### src/inc/irq_halt_pkg.sv
// Constants shared by the interrupt and halt controller
`default_nettype none

package irq_halt_pkg;

  // ==========================================================
  // Widths
  localparam int ADDR_W = 16;
  localparam int DATA_W = 4;
  localparam int PT_W = 2;
  localparam int KEY_W = 4;
  localparam int CT_W = 4;
  localparam int SW_W = 2;
  localparam int NUM_SRC = 7;

  // ==========================================================
  // Register map
  localparam logic [15:0] ADDR_EN_PTIMER = 16'hffe2;
  localparam logic [15:0] ADDR_EN_SERIAL = 16'hffe3;
  localparam logic [15:0] ADDR_EN_KEY0 = 16'hffe4;
  localparam logic [15:0] ADDR_EN_KEY1 = 16'hffe5;
  localparam logic [15:0] ADDR_EN_CTIMER = 16'hffe6;
  localparam logic [15:0] ADDR_EN_STOPWATCH = 16'hffe7;
  localparam logic [15:0] ADDR_PEND_PTIMER = 16'hfff2;
  localparam logic [15:0] ADDR_PEND_SERIAL = 16'hfff3;
  localparam logic [15:0] ADDR_PEND_KEY0 = 16'hfff4;
  localparam logic [15:0] ADDR_PEND_KEY1 = 16'hfff5;
  localparam logic [15:0] ADDR_PEND_CTIMER = 16'hfff6;
  localparam logic [15:0] ADDR_PEND_STOPWATCH = 16'hfff7;
  localparam logic [15:0] ADDR_KEY0_EDGE_SEL = 16'hffd0;
  localparam logic [15:0] ADDR_KEY1_EDGE_SEL = 16'hffd1;
  localparam logic [15:0] ADDR_STATUS = 16'hffd2;

  // ==========================================================
  // Reset values and status bit positions
  localparam logic [3:0] NIBBLE_RESET = 4'h0;
  localparam int STAT_GLOBAL = 0;
  localparam int STAT_HALTED = 1;
  localparam int STAT_SP_OK = 2;

  // ==========================================================
  // Request order, highest priority first
  localparam int SRC_WDT = 0;
  localparam int SRC_PTIMER = 1;
  localparam int SRC_SERIAL = 2;
  localparam int SRC_KEY0 = 3;
  localparam int SRC_KEY1 = 4;
  localparam int SRC_CTIMER = 5;
  localparam int SRC_STOPWATCH = 6;

  // ==========================================================
  // Vector page and low program counter bits per source
  localparam logic [11:0] VEC_PAGE = 12'h010;
  localparam logic [3:0] VEC_LOW_TABLE [NUM_SRC] = '{
    4'h0, 4'h4, 4'h6, 4'h8, 4'ha, 4'hc, 4'he
  };

endpackage

`default_nettype wire

### src/hdl/pin_edge_detect.sv
// Per-pin edge detector with rising or falling selection
`timescale 1ns/1ps
`default_nettype none

module pin_edge_detect #(
  parameter int W = 4
) (
  input wire logic core_clk_i,
  input wire logic rst_i,
  input wire logic [W-1:0] pins_i,
  input wire logic [W-1:0] fall_sel_i,
  output logic [W-1:0] hit_o
);

  // ==========================================================
  // State
  typedef struct packed {
    logic [W-1:0] prev;
    logic armed;
  } edge_state_t;

  edge_state_t q;
  edge_state_t d;

  always_comb begin
    d = q;
    d.prev = pins_i;
    d.armed = 1'b1;
  end

  always_ff @(posedge core_clk_i) begin
    if (rst_i) begin
      q <= '0;
    end else begin
      q <= d;
    end
  end

  // ==========================================================
  // Edge per pin, suppressed until the first sample is held
  for (genvar i = 0; i < W; i++) begin : g_pin
    assign hit_o[i] = q.armed & (fall_sel_i[i] ? (q.prev[i] & ~pins_i[i])
                                               : (~q.prev[i] & pins_i[i]));
  end

endmodule

`default_nettype wire

### src/hdl/vector_priority.sv
// Fixed-priority resolver giving the low vector bits
`timescale 1ns/1ps
`default_nettype none

module vector_priority (
  input wire logic [irq_halt_pkg::NUM_SRC-1:0] req_i,
  output logic any_o,
  output logic [3:0] vec_low_o
);

  // ==========================================================
  // Lowest priority first so the highest overwrites
  always_comb begin
    any_o = 1'b0;
    vec_low_o = irq_halt_pkg::NIBBLE_RESET;
    for (int i = irq_halt_pkg::NUM_SRC - 1; i >= 0; i--) begin
      if (req_i[i]) begin
        any_o = 1'b1;
        vec_low_o = irq_halt_pkg::VEC_LOW_TABLE[i];
      end
    end
  end

endmodule

`default_nettype wire

### src/hdl/irq_halt_ctrl.sv
// Interrupt and halt controller: flags, masks, priority, vector, wake
//
// Operation
// - Maskable request needs flag, mask, global on
// - Taking an interrupt clears global enable
// - Each timer channel sets flag at zero
// - Serial flag set on byte transfer done
// - Key group flag on selected pin edge
// - Clock timer taps falling edges set flags
// - Stopwatch 10 Hz and 1 Hz flags
// - Write one clears flag, zero keeps
// - Reset clears all pending flags
// - Mask bits read/write, zero blocks request
// - Reset clears all mask bits
// - Watchdog request ignores global enable, masks
// - Nothing taken until both stack pointers written
// - One stack pointer rewrite blocks until other
// - Take only at instruction boundary or out of halt
// - Entry: save flags, clear global, vector
// - Fixed vectors and priority, watchdog highest
// - Only four low vector bits supplied
// - Halt instruction enters halted state
// - Events still recorded while halted
// - Taken request releases halted state
`timescale 1ns/1ps
`default_nettype none

module irq_halt_ctrl (
  input wire logic core_clk_i,
  input wire logic rst_i,
  input wire logic [15:0] reg_addr_i,
  input wire logic [3:0] reg_wdata_i,
  input wire logic reg_wr_i,
  input wire logic reg_rd_i,
  output logic [3:0] reg_rdata_o,
  input wire logic [1:0] ptimer_zero_i,
  input wire logic serial_done_i,
  input wire logic [3:0] key_group0_pins_i,
  input wire logic [3:0] key_group1_pins_i,
  input wire logic [3:0] ctimer_taps_i,
  input wire logic stopwatch_10hz_i,
  input wire logic stopwatch_1hz_i,
  input wire logic watchdog_req_i,
  input wire logic insn_done_i,
  input wire logic halt_exec_i,
  input wire logic global_irq_on_i,
  input wire logic global_irq_off_i,
  input wire logic return_from_handler_i,
  input wire logic first_stack_pointer_wr_i,
  input wire logic second_stack_pointer_wr_i,
  output logic irq_request_o,
  output logic irq_entry_o,
  output logic [3:0] vector_low_o,
  output logic saved_global_o,
  output logic global_irq_o,
  output logic cpu_halted_o
);

  // ==========================================================
  // State
  typedef struct packed {
    logic [irq_halt_pkg::PT_W-1:0] pend_pt;
    logic pend_si;
    logic pend_k0;
    logic pend_k1;
    logic [irq_halt_pkg::CT_W-1:0] pend_ct;
    logic [irq_halt_pkg::SW_W-1:0] pend_sw;
    logic [irq_halt_pkg::PT_W-1:0] en_pt;
    logic en_si;
    logic en_k0;
    logic en_k1;
    logic [irq_halt_pkg::CT_W-1:0] en_ct;
    logic [irq_halt_pkg::SW_W-1:0] en_sw;
    logic [irq_halt_pkg::KEY_W-1:0] ksel0;
    logic [irq_halt_pkg::KEY_W-1:0] ksel1;
    logic global_on;
    logic saved_global;
    logic sp_first;
    logic sp_second;
    logic halted;
    logic nmi;
    logic take;
    logic [3:0] vector;
    logic irq_req;
    logic [3:0] rdata;
  } state_t;

  state_t q;
  state_t d;

  logic [3:0] key0_hit;
  logic [3:0] key1_hit;
  logic [3:0] ct_hit;
  logic [irq_halt_pkg::NUM_SRC-1:0] req;
  logic req_any;
  logic [3:0] req_vec;
  logic sp_ok;

  function automatic logic hit(input logic [15:0] off);
    hit = (reg_addr_i == off);
  endfunction

  // ==========================================================
  // Event edge detection
  pin_edge_detect #(.W(irq_halt_pkg::KEY_W)) u_key0 (
    .core_clk_i(core_clk_i),
    .rst_i(rst_i),
    .pins_i(key_group0_pins_i),
    .fall_sel_i(q.ksel0),
    .hit_o(key0_hit)
  );

  pin_edge_detect #(.W(irq_halt_pkg::KEY_W)) u_key1 (
    .core_clk_i(core_clk_i),
    .rst_i(rst_i),
    .pins_i(key_group1_pins_i),
    .fall_sel_i(q.ksel1),
    .hit_o(key1_hit)
  );

  pin_edge_detect #(.W(irq_halt_pkg::CT_W)) u_ctimer (
    .core_clk_i(core_clk_i),
    .rst_i(rst_i),
    .pins_i(ctimer_taps_i),
    .fall_sel_i({irq_halt_pkg::CT_W{1'b1}}),
    .hit_o(ct_hit)
  );

  // ==========================================================
  // Request gating and priority
  always_comb begin
    sp_ok = q.sp_first & q.sp_second;
    req = '0;
    req[irq_halt_pkg::SRC_WDT] = q.nmi;
    req[irq_halt_pkg::SRC_PTIMER] = |(q.pend_pt & q.en_pt);
    req[irq_halt_pkg::SRC_SERIAL] = q.pend_si & q.en_si;
    req[irq_halt_pkg::SRC_KEY0] = q.pend_k0 & q.en_k0;
    req[irq_halt_pkg::SRC_KEY1] = q.pend_k1 & q.en_k1;
    req[irq_halt_pkg::SRC_CTIMER] = |(q.pend_ct & q.en_ct);
    req[irq_halt_pkg::SRC_STOPWATCH] = |(q.pend_sw & q.en_sw);
    for (int i = irq_halt_pkg::SRC_PTIMER; i < irq_halt_pkg::NUM_SRC; i++) begin
      req[i] = req[i] & q.global_on;
    end
    if (!sp_ok) begin
      req = '0;
    end
  end

  vector_priority u_prio (
    .req_i(req),
    .any_o(req_any),
    .vec_low_o(req_vec)
  );

  // ==========================================================
  // Next state
  always_comb begin
    d = q;
    d.take = 1'b0;
    d.rdata = irq_halt_pkg::NIBBLE_RESET;
    d.irq_req = req_any;

    // Write one to clear, hardware set wins, recorded even when halted
    if (reg_wr_i && hit(irq_halt_pkg::ADDR_PEND_PTIMER)) begin
      d.pend_pt = q.pend_pt & ~reg_wdata_i[irq_halt_pkg::PT_W-1:0];
    end
    if (reg_wr_i && hit(irq_halt_pkg::ADDR_PEND_SERIAL)) begin
      d.pend_si = q.pend_si & ~reg_wdata_i[0];
    end
    if (reg_wr_i && hit(irq_halt_pkg::ADDR_PEND_KEY0)) begin
      d.pend_k0 = q.pend_k0 & ~reg_wdata_i[0];
    end
    if (reg_wr_i && hit(irq_halt_pkg::ADDR_PEND_KEY1)) begin
      d.pend_k1 = q.pend_k1 & ~reg_wdata_i[0];
    end
    if (reg_wr_i && hit(irq_halt_pkg::ADDR_PEND_CTIMER)) begin
      d.pend_ct = q.pend_ct & ~reg_wdata_i;
    end
    if (reg_wr_i && hit(irq_halt_pkg::ADDR_PEND_STOPWATCH)) begin
      d.pend_sw = q.pend_sw & ~reg_wdata_i[irq_halt_pkg::SW_W-1:0];
    end
    d.pend_pt = d.pend_pt | ptimer_zero_i;
    d.pend_si = d.pend_si | serial_done_i;
    d.pend_k0 = d.pend_k0 | (|key0_hit);
    d.pend_k1 = d.pend_k1 | (|key1_hit);
    d.pend_ct = d.pend_ct | ct_hit;
    d.pend_sw = d.pend_sw | {stopwatch_1hz_i, stopwatch_10hz_i};

    // Mask and edge select writes
    if (reg_wr_i && hit(irq_halt_pkg::ADDR_EN_PTIMER)) begin
      d.en_pt = reg_wdata_i[irq_halt_pkg::PT_W-1:0];
    end
    if (reg_wr_i && hit(irq_halt_pkg::ADDR_EN_SERIAL)) begin
      d.en_si = reg_wdata_i[0];
    end
    if (reg_wr_i && hit(irq_halt_pkg::ADDR_EN_KEY0)) begin
      d.en_k0 = reg_wdata_i[0];
    end
    if (reg_wr_i && hit(irq_halt_pkg::ADDR_EN_KEY1)) begin
      d.en_k1 = reg_wdata_i[0];
    end
    if (reg_wr_i && hit(irq_halt_pkg::ADDR_EN_CTIMER)) begin
      d.en_ct = reg_wdata_i;
    end
    if (reg_wr_i && hit(irq_halt_pkg::ADDR_EN_STOPWATCH)) begin
      d.en_sw = reg_wdata_i[irq_halt_pkg::SW_W-1:0];
    end
    if (reg_wr_i && hit(irq_halt_pkg::ADDR_KEY0_EDGE_SEL)) begin
      d.ksel0 = reg_wdata_i;
    end
    if (reg_wr_i && hit(irq_halt_pkg::ADDR_KEY1_EDGE_SEL)) begin
      d.ksel1 = reg_wdata_i;
    end

    // Read data, one cycle after the strobe only
    if (reg_rd_i) begin
      unique case (reg_addr_i)
        irq_halt_pkg::ADDR_EN_PTIMER: d.rdata = {2'b00, q.en_pt};
        irq_halt_pkg::ADDR_EN_SERIAL: d.rdata = {3'b000, q.en_si};
        irq_halt_pkg::ADDR_EN_KEY0: d.rdata = {3'b000, q.en_k0};
        irq_halt_pkg::ADDR_EN_KEY1: d.rdata = {3'b000, q.en_k1};
        irq_halt_pkg::ADDR_EN_CTIMER: d.rdata = q.en_ct;
        irq_halt_pkg::ADDR_EN_STOPWATCH: d.rdata = {2'b00, q.en_sw};
        irq_halt_pkg::ADDR_PEND_PTIMER: d.rdata = {2'b00, q.pend_pt};
        irq_halt_pkg::ADDR_PEND_SERIAL: d.rdata = {3'b000, q.pend_si};
        irq_halt_pkg::ADDR_PEND_KEY0: d.rdata = {3'b000, q.pend_k0};
        irq_halt_pkg::ADDR_PEND_KEY1: d.rdata = {3'b000, q.pend_k1};
        irq_halt_pkg::ADDR_PEND_CTIMER: d.rdata = q.pend_ct;
        irq_halt_pkg::ADDR_PEND_STOPWATCH: d.rdata = {2'b00, q.pend_sw};
        irq_halt_pkg::ADDR_KEY0_EDGE_SEL: d.rdata = q.ksel0;
        irq_halt_pkg::ADDR_KEY1_EDGE_SEL: d.rdata = q.ksel1;
        irq_halt_pkg::ADDR_STATUS: begin
          d.rdata[irq_halt_pkg::STAT_GLOBAL] = q.global_on;
          d.rdata[irq_halt_pkg::STAT_HALTED] = q.halted;
          d.rdata[irq_halt_pkg::STAT_SP_OK] = sp_ok;
        end
        default: d.rdata = irq_halt_pkg::NIBBLE_RESET;
      endcase
    end

    // Stack pointer pairing
    if (first_stack_pointer_wr_i) begin
      d.sp_first = 1'b1;
      if (q.sp_first && q.sp_second && !second_stack_pointer_wr_i) begin
        d.sp_second = 1'b0;
      end
    end
    if (second_stack_pointer_wr_i) begin
      d.sp_second = 1'b1;
      if (q.sp_first && q.sp_second && !first_stack_pointer_wr_i) begin
        d.sp_first = 1'b0;
      end
    end

    // Global flag and halt from the CPU
    if (global_irq_on_i) begin
      d.global_on = 1'b1;
    end
    if (global_irq_off_i) begin
      d.global_on = 1'b0;
    end
    if (return_from_handler_i) begin
      d.global_on = q.saved_global;
    end
    if (halt_exec_i) begin
      d.halted = 1'b1;
    end

    // Entry at an instruction boundary or out of halt
    if (req_any && (insn_done_i || q.halted)) begin
      d.take = 1'b1;
      d.saved_global = q.global_on;
      d.global_on = 1'b0;
      d.vector = req_vec;
      d.halted = 1'b0;
      if (req_vec == irq_halt_pkg::VEC_LOW_TABLE[irq_halt_pkg::SRC_WDT]) begin
        d.nmi = 1'b0;
      end
    end
    if (watchdog_req_i) begin
      d.nmi = 1'b1;
    end
  end

  always_ff @(posedge core_clk_i) begin
    if (rst_i) begin
      q <= '0;
    end else begin
      q <= d;
    end
  end

  // ==========================================================
  // Outputs
  assign reg_rdata_o = q.rdata;
  assign irq_request_o = q.irq_req;
  assign irq_entry_o = q.take;
  assign vector_low_o = q.vector;
  assign saved_global_o = q.saved_global;
  assign global_irq_o = q.global_on;
  assign cpu_halted_o = q.halted;
endmodule

`default_nettype wire

### config.mk
export PLATFORM = sky130hd
export DESIGN_NAME = irq_halt_ctrl
export DESIGN_NICKNAME = d
export VERILOG_FILES = /design/src/inc/irq_halt_pkg.sv /design/src/hdl/pin_edge_detect.sv /design/src/hdl/vector_priority.sv /design/src/hdl/irq_halt_ctrl.sv
export SDC_FILE = /design/constraint.sdc
export NUM_CORES = 1
export LEC_CHECK = 0
export BUFFER_PORTS_ARGS = -buffer_cell sky130_fd_sc_hd__buf_4
export CORE_ASPECT_RATIO = 1.5
export CORE_UTILIZATION = 44
export CTS_CLUSTER_DIAMETER = 60
export DETAILED_ROUTE_END_ITERATION = 12
export HOLD_SLACK_MARGIN = 0.08
export PLACE_DENSITY_LB_ADDON = 0.3
export SYNTH_ARGS = -nofsm -noshare
export SYNTH_HDL_FRONTEND = slang
export SYNTH_SLANG_ARGS = --single-unit
### constraint.sdc
create_clock -name core_clk_i -period 1.6 [get_ports core_clk_i]
set_input_delay 0.08 -clock core_clk_i [delete_from_list [all_inputs] [get_ports core_clk_i]]
set_output_delay 0.08 -clock core_clk_i [all_outputs]
set_load 0.03 [all_outputs]
==> results.txt, run 1 <==
The run finished with clean final reports. The minimum setup slack among reg-to-reg paths came out at 0.08 ns. The routed via count is 2837. The post-route non-filler standard cell count is 508. The detailed placement HPWL came out at 5550 um.

The end of the worst hold path is q[17]. The maximum buffer depth of the clock tree is 2. The startpoint identified for the worst hold timing path is reg_wdata_i[1].

The average instance in the mapped netlist occupies 8.57 um2. For this run, the total global-route usage over all layers was measured as 0.253. At the later pin of the worst-skew pair, clock insertion delay measures 0.33 ns. The final-report hold violation count came out at 0. The worst register-to-register path begins at q[26]. The fraction of synthesized cell area taken by the top area cell type is 0.409. The total clock buffers created by CTS is 9. For this run, the share of the core covered by cells in the final layout is 0.637. The final-layout setup total negative slack came out at 0 ns. The placed instances occupy a cell area of 3360 um2. The endpoint identified for the worst register-to-register timing path is vector_low_o[1].

Of the synthesized area, sequential elements account for 0.409. The initial utilization of the core area, before any placement, comes to 0.460. The number of failing setup endpoints in the final timing report is 0. The count of fill cells added during filler insertion is 533. The level count of the clock H-tree is 3. The wire length per cell after detailed routing is 15.8 um.

Counting flops with an async set or reset pin after synthesis yields a share of 0. The height of the die is 100 um. The fmax came out at 0.656 GHz. The clock sink count is 58.

The via count of the first global-routing pass is 2772. The largest fanout on the critical path came out at 4. The post-route fraction of the period consumed by the critical path came out at 0.953. Along the worst hold path, the cell count comes to 3.

The initial antenna violation count is 0. The signed area change from the synthesized netlist to the final layout is 38.7%. The total congestion overflow came out at 0. The sequential cell area in the final layout is 1160 um2. Yosys mapped the design onto 47 distinct sky130hd cell types. The data arrival time of the critical path came out at 1.79 ns. The worst reg2reg path depth is 5. Summed over all layers, the routed wires come to 8020 um.

The maximum vdd ir drop is 796 uV. The footprint of the multi-input gates came out at 1540 um2. The number of vias per cell after detailed routing is 5.58. The share of cells above drive strength 1 is 0.244. The number of buffers inserted by port buffering came out at 60.

The post-placement setup slack came out at 0.0222 ns. During I/O placement, the number of pins put on the boundary was 62. In this run the standard cell core region covers 6170 um2. In the synthesized netlist, the number of instances is 331. The library cell used most frequently in the layout, excluding fill and tap cells, is buf_4. The total of flip-flops plus latches after synthesis is 58. The number of nets in the synthesized netlist came out at 380. Across all setup checks in the final design, the least slack found is 0.0757 ns.

The detailed-router iteration count before antenna repair is 5. The type of the worst setup path is reg -> reg. The antenna diode count is 0.

The leakage power is 1.70 nW. The final worst clock skew is 0.00626 ns. The cell chosen for the clock root is clkbuf_8.

The global-route met3 utilization came out at 0.0545. The total instance count after detailed placement is 456. The floorplan die area is 6780 um2. The DRC violation count after routing came out at 0. By area the synthesized netlist is led by dfxtp_1 (41%), mux2i_1 (8.8%), nor2_1 (6.0%). After global routing, the most crowded layer is met2. The final estimated routing congestion in global placement came out at 0.910. The maximum number of pins on one net before global-route repair came out at 37. Leaving out fill and tap cells, the most frequent cells in the layout are buf_4 (76), dfxtp_1 (58), nor2_1 (45). The met2 routing resource usage after global routing came out at 0.442. The number of design-rule violations left by the first detailed-router iteration came out at 215. The nature of the critical path endpoint is a register. The number of nets in the final layout came out at 479. After floorplanning, the core was divided into 35 placement rows. The classification of the worst-slack hold path is in -> reg. The most used flip-flop cell after synthesis is dfxtp_1. Power spread over the standard cell area amounts to 817 nW/um2. The post-route antenna net violation count is 0. Setup repair after global routing left no endpoint under its margin. The first global-routing pass estimated 12600 um of wire.

The Yosys step of the flow raised 0 warnings. The met1 track demand over resource came out at 0.275. The final critical-path required period is 1.52 ns. The worst setup path is launched from a register. The x dimension of the die is 67.6 um. Max-cap violations in this run came to 0. The post-synthesis instance area came out at 2840 um2.

TritonCTS built the clock tree. The required time of the critical path is 1.86 ns. The cell area after layout is 3940 um2. The library cell occupying the most area in the post-synthesis netlist is dfxtp_1. The count of flip-flops with a built-in enable after synthesis is 0. The count of final max-slew check failures came out at 0.

After clock tree synthesis, the clock-pin slew on the worst setup and hold paths is 0.06 ns.
sequential cells by signal (all words and copies together), names as in the netlist:
register / cells
irq_entry_o: 1
cpu_halted_o: 1
vector_low_o: 3
u_key0.q: 5
q: 33
saved_global_o: 1
irq_request_o: 1
u_ctimer.q: 4
reg_rdata_o: 4
u_key1.q: 4
global_irq_o: 1
logic make-up (layout without fill, tap and decap cells):
group           Yosys count  in the layout  synth area share
simple gates            149            149             0.295
compound gates           68             68             0.152
flops                    58             58             0.409
buf+inv                  30            133            0.0542
mux                      25             25            0.0882
other cells               1              1           0.00132
per-layer routing:
layer  vias to the layer above  part of all wire  routed length (um)
li1                       1382                 -                   -
met1                      1316              0.38                3020
met2                       116              0.53                4250
met3                        23             0.059                 472
met4                         0             0.035                 282
met5                         -                 0                   0
synthesized netlist by cell type (all sizes together) (7+ instances only):
library cell  number
a21oi             23
a22oi              8
dfxtp             58
nor3               7
o21ai             15
buf               13
nor2b             15
nand3             15
clkbuf            11
nand2             31
mux2i             25
nand4             12
nor2              45
layout make-up:
type                    instances  area share
flip-flops and latches         58       0.295
repair buffers                112       0.237
clock buffers                  12      0.0369
inverters                       6     0.00572
well taps                      74      0.0235
clock inverters                 3      0.0102
multi-input cells             243       0.392
power by group:
| part | internal (W) | total [W] | switching, W |
|---|---|---|---|
| combinational | 0.000209 | 0.000397 | 0.000188 |
| sequential | 0.00149 | 0.00152 | 0.0000340 |
| clock | 0.000749 | 0.00130 | 0.000549 |
| total | 0.00245 | 0.00322 | 0.000771 |
what timing repair did:
action / 4_1_cts / 5_1_grt
hold buffers: 36 / 0
endpoints found under the setup margin: 0 / 5
gates resized for setup: 0 / 4
setup buffers: 0 / 1
hold endpoints to repair: 37 / 0
worst max-delay path, stage by stage (launching register included):
cell     delay [ns]
dfxtp_1        0.35
a22oi_2        0.21
nand4_1        0.18
buf_4          0.18
a311o_1        0.37
o22ai_1        0.16
stage by stage:
stage | total power (W) | hold slack, ns
after floorplan | 0.00171 | 0.196
after global placement | 0.00186 | 0.286
after detailed placement | 0.00187 | 0.297
after CTS | 0.00323 | 0.0830
after global routing | 0.00336 | 0.0934
final | 0.00322 | 0.0862
how the worst max path moves through the flow:
stage	start	endpoint	slack [ns]	cells after the start
2_1_floorplan	cpu_halted_o	vector_low_o[2]	0.22	5
3_3_place_gp	q[27]	irq_entry_o	0.05	5
3_5_place_dp	q[26]	saved_global_o	0.02	5
4_1_cts	q[26]	irq_request_o	0.004	5
5_1_grt	q[45]	vector_low_o[1]	0.005	6
6_report	q[26]	vector_low_o[1]	0.08	5
Power figures use the tool's default switching activity.
==> inputs of run 2 (changes only) <==
Settings changed: CORE_UTILIZATION 44 to 29.
==> run 2 against run 1 <==
Net effect:
- fmax rose by 1.5%
- clock power grew 23%
- cell count grew 6.1%
- count of clock-buffer cells in the layout stayed put
- total power up 9.0%
- via count decreased by 2.4%
- core utilization fell by 21 points
- sequential power about the same
- worst hold slack improved by 0.010 ns
==> results.txt, run 2 (synthesized netlist as in run 1, its figures left out) <==
The total clock buffers created by CTS came out at 9 (unchanged). The final-layout setup total negative slack is 0 ns (unchanged). The largest registers in the layout are q (33), u_key0.q (5). STA classifies the critical path endpoint as a register. The clock-pin transition on the worst setup and hold timing paths came out at 0.05 ns (about the same). The post-route fraction of the period consumed by the critical path was 0.939 (-0.0141). The post-placement setup slack came out at -0.0318 ns (-0.0539 ns). The x dimension of the die was 82.8 um (+22%). The DRC violation count after routing is 0 (unchanged). The row count came out at 43 (+23%). The initial antenna violation count came out at 0 (unchanged). The post-layout worst setup margin came to 0.0983 ns (+0.0226 ns).

The cell area power density came out at 880 nW/um2 (+7.7%). The count of fill cells added during filler insertion was 960 (+80%). The maximum buffer depth of the clock tree came out at 2 (unchanged).

The max-capacitance violation count is 0 (unchanged). Clock tree synthesis selected as its root buffer the cell clkbuf_16. In this run the critical register-to-register path is launched from q[30]. The data arrival time of the critical path is 1.70 ns (-0.09 ns). The worst hold path terminates at q[34].

The final worst clock skew came out at 0.00404 ns (-0.00222 ns). The via count of the first global-routing pass came to 2628 (-5.2%). The signed area change from the synthesized netlist to the final layout came out at 40.3%. The library cells used most frequently in the layout, excluding fill and tap cells, are buf_4 (81), dfxtp_1 (58), nor2_1 (45).

The clock latency on the worst-skew pair came to 0.32 ns (about the same). The height of the die came to 123 um (+23%). The largest fanout on the critical path is 4 (unchanged). The maximum vdd ir drop is 630 uV (-21%). The minimum setup slack among reg-to-reg paths was 0.1 ns (+0.02 ns).

The leakage power came to 1.69 nW (-0.43%). The clock sink count is 58 (unchanged). The global-route wire length before repair came out at 12600 um (-0.60%). The total wirelength of the detailed-routed design came out at 7920 um (-1.3%).

The share of cells above drive strength 1 is 0.255 (+0.0110). By startpoint and endpoint, the worst setup path is classified as reg -> reg. The routed via count came out at 2769 (-2.4%). The worst hold path depth was 3 (unchanged).

The endpoint of the lowest-slack register-to-register path is saved_global_o. The wire length per cell after detailed routing came out at 14.7 um (-6.9%). The antenna diode count came out at 0 (unchanged). The total congestion overflow is 0 (unchanged). The worst hold-check slack is 0.0966 ns (+0.0104 ns). The run finished with clean final reports. The I/O pin count came out at 62 (unchanged). The worst hold path belongs to the class in -> reg. The count of final max-slew check failures was 0 (unchanged). The number of buffers inserted by port buffering came out at 60 (unchanged). The final critical-path required period came out at 1.50 ns (-0.0226 ns). Leaving out fill and tap cells, the most frequent cell in the layout is buf_4. The number of vias per cell after detailed routing came out at 5.14 (-8.0%). The category of the worst setup path launch point is a register. More flip-flops sit in one register than any other, and that register is q.

The footprint of the multi-input gates came out at 1550 um2 (+0.41%). The flip-flop count of the largest register after layout is 33 (unchanged). The number of design-rule violations left by the first detailed-router iteration came out at 168 (-22%). The floorplan die area is 10200 um2 (+50%). The global-route total usage across every layer came out at 0.169 (-0.0836). The post-route antenna net violation count came out at 0 (unchanged). The TritonCTS clock tree is done. The total design power is 0.00350 W (+9.0%). The level count of the clock H-tree came out at 3 (unchanged). The maximum number of pins on one net before global-route repair is 32 (-14%). Setup repair after global routing left no endpoint under its margin. The final-report hold violation count came out at 0 (unchanged).

The number of failing setup endpoints in the final timing report came out at 0 (unchanged). The worst reg2reg path depth came out at 5 (unchanged). The initial cell density of the core is 0.303 (-0.156). The standard cell core area came out at 9360 um2 (+52%). The final estimated routing congestion in global placement came out at 0.900 (-1.2%). The fmax is 0.666 GHz (+1.5%).

The startpoint identified for the worst hold timing path is reg_wdata_i[1]. The detailed-router iteration count before antenna repair came out at 7 (+2). The detailed placement HPWL is 5950 um (+7.3%). The number of nets in the final layout came out at 474 (-1.0%). The sequential cell area in the final layout came out at 1160 um2 (unchanged). The required time of the critical path came out at 1.80 ns (-0.06 ns).
[run 2: critical path, cell delays in order, from the launching register on]
cell      delay, ns
dfxtp_1        0.33
a22oi_2        0.23
nand4_1        0.23
or2_4          0.33
o211ai_1       0.16
a21oi_1        0.10
[run 2: worst max path at each step]
stage | to | start | cells after the start | slack [ns]
floorplan | vector_low_o[2] | cpu_halted_o | 5 | 0.22
global placement | irq_entry_o | q[30] | 5 | 0.03
detailed placement | saved_global_o | q[30] | 5 | -0.03
CTS | irq_entry_o | q[38] | 5 | 0.007
global route | vector_low_o[1] | q[45] | 6 | 0.02
finish | saved_global_o | q[30] | 5 | 0.1
[run 2: layout make-up]
type,count,area share
Inverter,6,0.00566
Multi-Input combinational cell,243,0.389
Clock buffer,12,0.0594
Clock inverter,1,0.00126
Timing Repair Buffer,107,0.218
Sequential cell,58,0.292
Tap cell,112,0.0352
[run 2: per-stage QoR]
stage               utilization  area [um2]  std cells
floorplan                     -        2840        331
global placement          0.368        3450        499
detailed placement        0.368        3450        499
CTS                       0.424        3970        539
global route              0.425        3980        539
finish                    0.425        3980        539
[run 2: power breakdown]
| part | internal (W) | total, W | switching (W) |
|---|---|---|---|
| registers | 0.00149 | 0.00152 | 0.0000320 |
| logic | 0.000198 | 0.000381 | 0.000183 |
| clock network | 0.00101 | 0.00160 | 0.000585 |
| total | 0.00270 | 0.00350 | 0.000801 |
[run 2: what timing repair did]
item | CTS | global route
endpoints found under the setup margin | 3 | 5
buffers inserted | 1 | 0
hold buffers | 26 | 0
gates resized for setup | 2 | 4
endpoints found under the hold margin | 33 | 0
pin swaps | 1 | 2
[run 2: metal layers]
layer / vias to the layer above / GRT usage / wire, um
li1: 1364 / - / -
met1: 1298 / 0.177 / 3060
met2: 87 / 0.302 / 4170
met3: 20 / 0.0421 / 409
met4: 0 / 0.0916 / 276
met5: - / 0 / 0
==> inputs of run 3 (changes only) <==
Settings changed: ABC_AREA from default to 1, CORE_MARGIN from default to 2.
==> run 3 against run 2 <==
Net effect:
- clock skew rose by 0.0029 ns
- sequential power barely moved
- setup slack improved by 0.044 ns
- critical path depth is 6 higher
- total power is 15% higher
- die area grew 13%
- routed wire length rose by 12%
- via count up 11%
==> results.txt, run 3 <==
The post-synthesis cell count came out at 443 (+34%). The share of synthesized registers carrying an async set or reset was 0 (unchanged). The largest fanout on the critical path is 7 (+3). The initial antenna violation count is 0 (unchanged). The post-synthesis share of cell area spent on full adders, half adders and majority gates is 0 (unchanged). The share of cells above drive strength 1 came out at 0.226 (-0.0291). The total congestion overflow is 0 (unchanged). The critical-path cell with the highest stage delay is dfxtp_1. The number of nets in the final layout came out at 579 (+22%). The utilization after layout came to 0.407 (-0.0188). The peak per-stage delay on the critical path came out at 0.36 ns (+0.03 ns).

The library cell occupying the most area in the post-synthesis netlist is dfxtp_1. The antenna diode count came out at 0 (unchanged). The number of vias per cell after detailed routing was 4.53 (-12%). Grouping stages by cell kind, the critical path spends the most delay in simple AND/OR/NAND/NOR gates.

The flip-flop count of the largest register after layout came out at 33 (unchanged). The post-route antenna net violation count came out at 0 (unchanged). The category of the worst setup path launch point is a register. The I/O pin count is 62 (unchanged). The count of flip-flops with a built-in enable after synthesis came to 0 (unchanged). The clock latency on the worst-skew pair is 0.34 ns (+0.02 ns). In the final layout, the registers with the most flip-flops are q (33), u_key0.q (5). The count of yosys warnings during synthesis is 0 (unchanged). The count of buffers added by post-CTS timing repair for setup came out at 0 (-1). The maximum vdd ir drop is 469 uV (-26%). The final critical-path required period was 1.46 ns (-0.0436 ns). For this run, the leading register cell type out of synthesis is dfxtp_1. The required time of the critical path was 1.83 ns (+0.03 ns). The total wirelength of the detailed-routed design was 8850 um (+12%).

The count of distinct cell types in the synthesized netlist came out at 36 (-23%). The signed area change from the synthesized netlist to the final layout is 37.8%. In this run the worst hold path is classified as in -> reg.

The maximum number of pins on one net before global-route repair is 27 (-16%). The number of nets in the synthesized netlist is 492 (+29%). The final-report hold violation count is 0 (unchanged). The total of flip-flops plus latches after synthesis is 58 (unchanged). The data arrival time of the critical path came to 1.69 ns (about the same).

The initial cell density of the core is 0.295 (-0.00798). The final-layout setup total negative slack is 0 ns (unchanged). The xor/xnor share of the synthesized area came out at 0 (unchanged).

In the post-synthesis netlist, the biggest area contributors are dfxtp_1 (38%), nand2_1 (11%), inv_1 (7.3%). The global-route total usage across every layer is 0.163 (-0.00622). The multiplexer area fraction after synthesis came out at 0 (-0.0882). The global-route wire length before repair came out at 14200 um (+13%). The fmax is 0.686 GHz (+3.0%). The number of buffer and inverter instances along the worst setup path came out at 1 (+1). The row count was 46 (+7.0%). The critical path in this run is classified as reg -> reg. The wire length per cell after detailed routing was 13.0 um (-11%).

The via count of the first global-routing pass came out at 3092 (+18%). The max-capacitance violation count came out at 0 (unchanged). The cell area power density is 943 nW/um2 (+7.2%). The detailed placement HPWL is 6900 um (+16%).

The run finished with clean final reports. The number of buffers inserted by port buffering is 60 (unchanged). The level count of the clock H-tree came out at 3 (unchanged). The average instance area after synthesis is 6.98 um2 (-19%). STA classifies the critical path endpoint as a register.

The DRC violation count after routing came to 0 (unchanged). The clock-pin transition on the worst setup and hold timing paths was 0.06 ns (about the same). The critical path goes through nand2_2 > nor2_4 > nand3_1 > nand2_1 > nor2_2 > inv_2 > nor2_4 > nor2_2 > nor2_4 > nand2_1 > nand2_1. The final worst clock skew is 0.00690 ns (+0.00286 ns). The leakage power came out at 2.03 nW (+20%). The total clock buffers created by CTS came out at 9 (unchanged). The post-route fraction of the period consumed by the critical path came out at 0.911 (-0.0273). In the layout the commonest cells are nand2_1 (91), buf_4 (64), inv_1 (60). By area, the combinational part of the netlist is dominated by simple AND/OR/NAND/NOR gates. The maximum buffer depth of the clock tree was 2 (unchanged).

The sequential-to-total area share from yosys stat came out at 0.376 (-0.0336). The share of the synthesized area in compound gates (AO/OA/AOI/OAI) came out at 0.155 (+0.00288). The post-synthesis instance area was 3090 um2 (+9.0%). The number of failing setup endpoints in the final timing report came to 0 (unchanged).

Setup repair after global routing left no endpoint under its margin. TritonCTS built the clock tree. The commonest non-fill, non-tap cell in the layout is nand2_1. The standard cell core area came to 10500 um2 (+12%).

The height of the die is 130 um (+5.9%). The clock sink count came to 58 (unchanged). The dominant cell by count in the synthesized netlist is nand2_1.

The fraction of synthesized cell area taken by the top area cell type is 0.376 (-0.0336). In the synthesized netlist, the cells that appear most often are nand2_1 (91), inv_1 (60), dfxtp_1 (58), nor2_1 (51), nand3_1 (33). Clock tree synthesis selected as its root buffer the cell clkbuf_16. The final estimated routing congestion in global placement came out at 0.973 (+8.1%). The number of design-rule violations left by the first detailed-router iteration came out at 192 (+14%).

The register with the most flip-flops in the final layout is q. The basic-gate share of the synthesized area counting and, or, nand and nor cells is 0.352 (+0.0575). The floorplan die area came out at 11500 um2 (+13%). The routed via count came to 3077 (+11%).

The count of final max-slew check failures is 0 (unchanged). The detailed-router iteration count before antenna repair is 4 (-3). The x dimension of the die came out at 88.3 um (+6.7%).
run 3: final cells by class:
class | count | area (um2)
clock buffer | 10 | 239
clock inverter | 6 | 88.8
fill | 1115 | 6220
inverter | 67 | 251
multi-input combinational | 302 | 1580
sequential | 58 | 1160
tap | 144 | 180
timing repair buffer | 92 | 761
run 3: metal layers:
layer	GRT usage	vias to the layer above	wire, um
met4	0.0989	0	338
met3	0.0402	24	394
li1	-	1597	-
met2	0.303	75	4680
met1	0.159	1381	3430
met5	0	-	0
run 3: what timing repair did:
action / 4_1_cts / 5_1_grt
endpoints found under the setup margin: 0 / 2
hold buffers: 28 / 0
resized for setup: 0 / 1
hold endpoints to repair: 33 / 0
run 3: worst paths after layout:
path                        start               to  slack, ns  depth (start not counted)
hold reg to reg   vector_low_o[3]  vector_low_o[3]       0.44                          2
hold / removal     reg_wdata_i[0]            q[30]       0.10                          3
setup reg to reg            q[12]  vector_low_o[1]       0.14                         11
setup / recovery            q[12]  vector_low_o[1]       0.14                         11
run 3: power by group:
part | switching, W | total (W) | internal, W
logic | 0.000195 | 0.000379 | 0.000184
clock network | 0.000713 | 0.00212 | 0.00141
registers | 0.0000306 | 0.00152 | 0.00149
run 3: through the flow:
step	cell area (um2)	total power [W]	setup WS [ns]	std cells	hold WS, ns
after floorplan	3090	0.00171	0.0720	443	0.197
after global placement	3650	0.00187	0.124	635	0.301
after detailed placement	3650	0.00188	0.120	635	0.305
after CTS	4250	0.00406	0.110	679	0.0867
after global routing	4260	0.00415	0.00461	679	0.121
final	4260	0.00402	0.142	679	0.100
run 3: cells by family (layout without fill, tap and decap cells):
kind of cell	Yosys count	count (layout)
buf+inv	83	175
flops	58	58
simple gates	216	216
compound gates	85	85
other cells	1	1
run 3: worst register-to-register path, stage by stage (launching register included):
cell     delay [ns]
dfxtp_1        0.36
nand2_2        0.12
nor2_4         0.17
nand3_1        0.13
nand2_1        0.12
nor2_2         0.05
inv_2          0.06
nor2_4         0.05
nor2_2         0.12
nor2_4         0.06
nand2_1        0.07
nand2_1        0.04
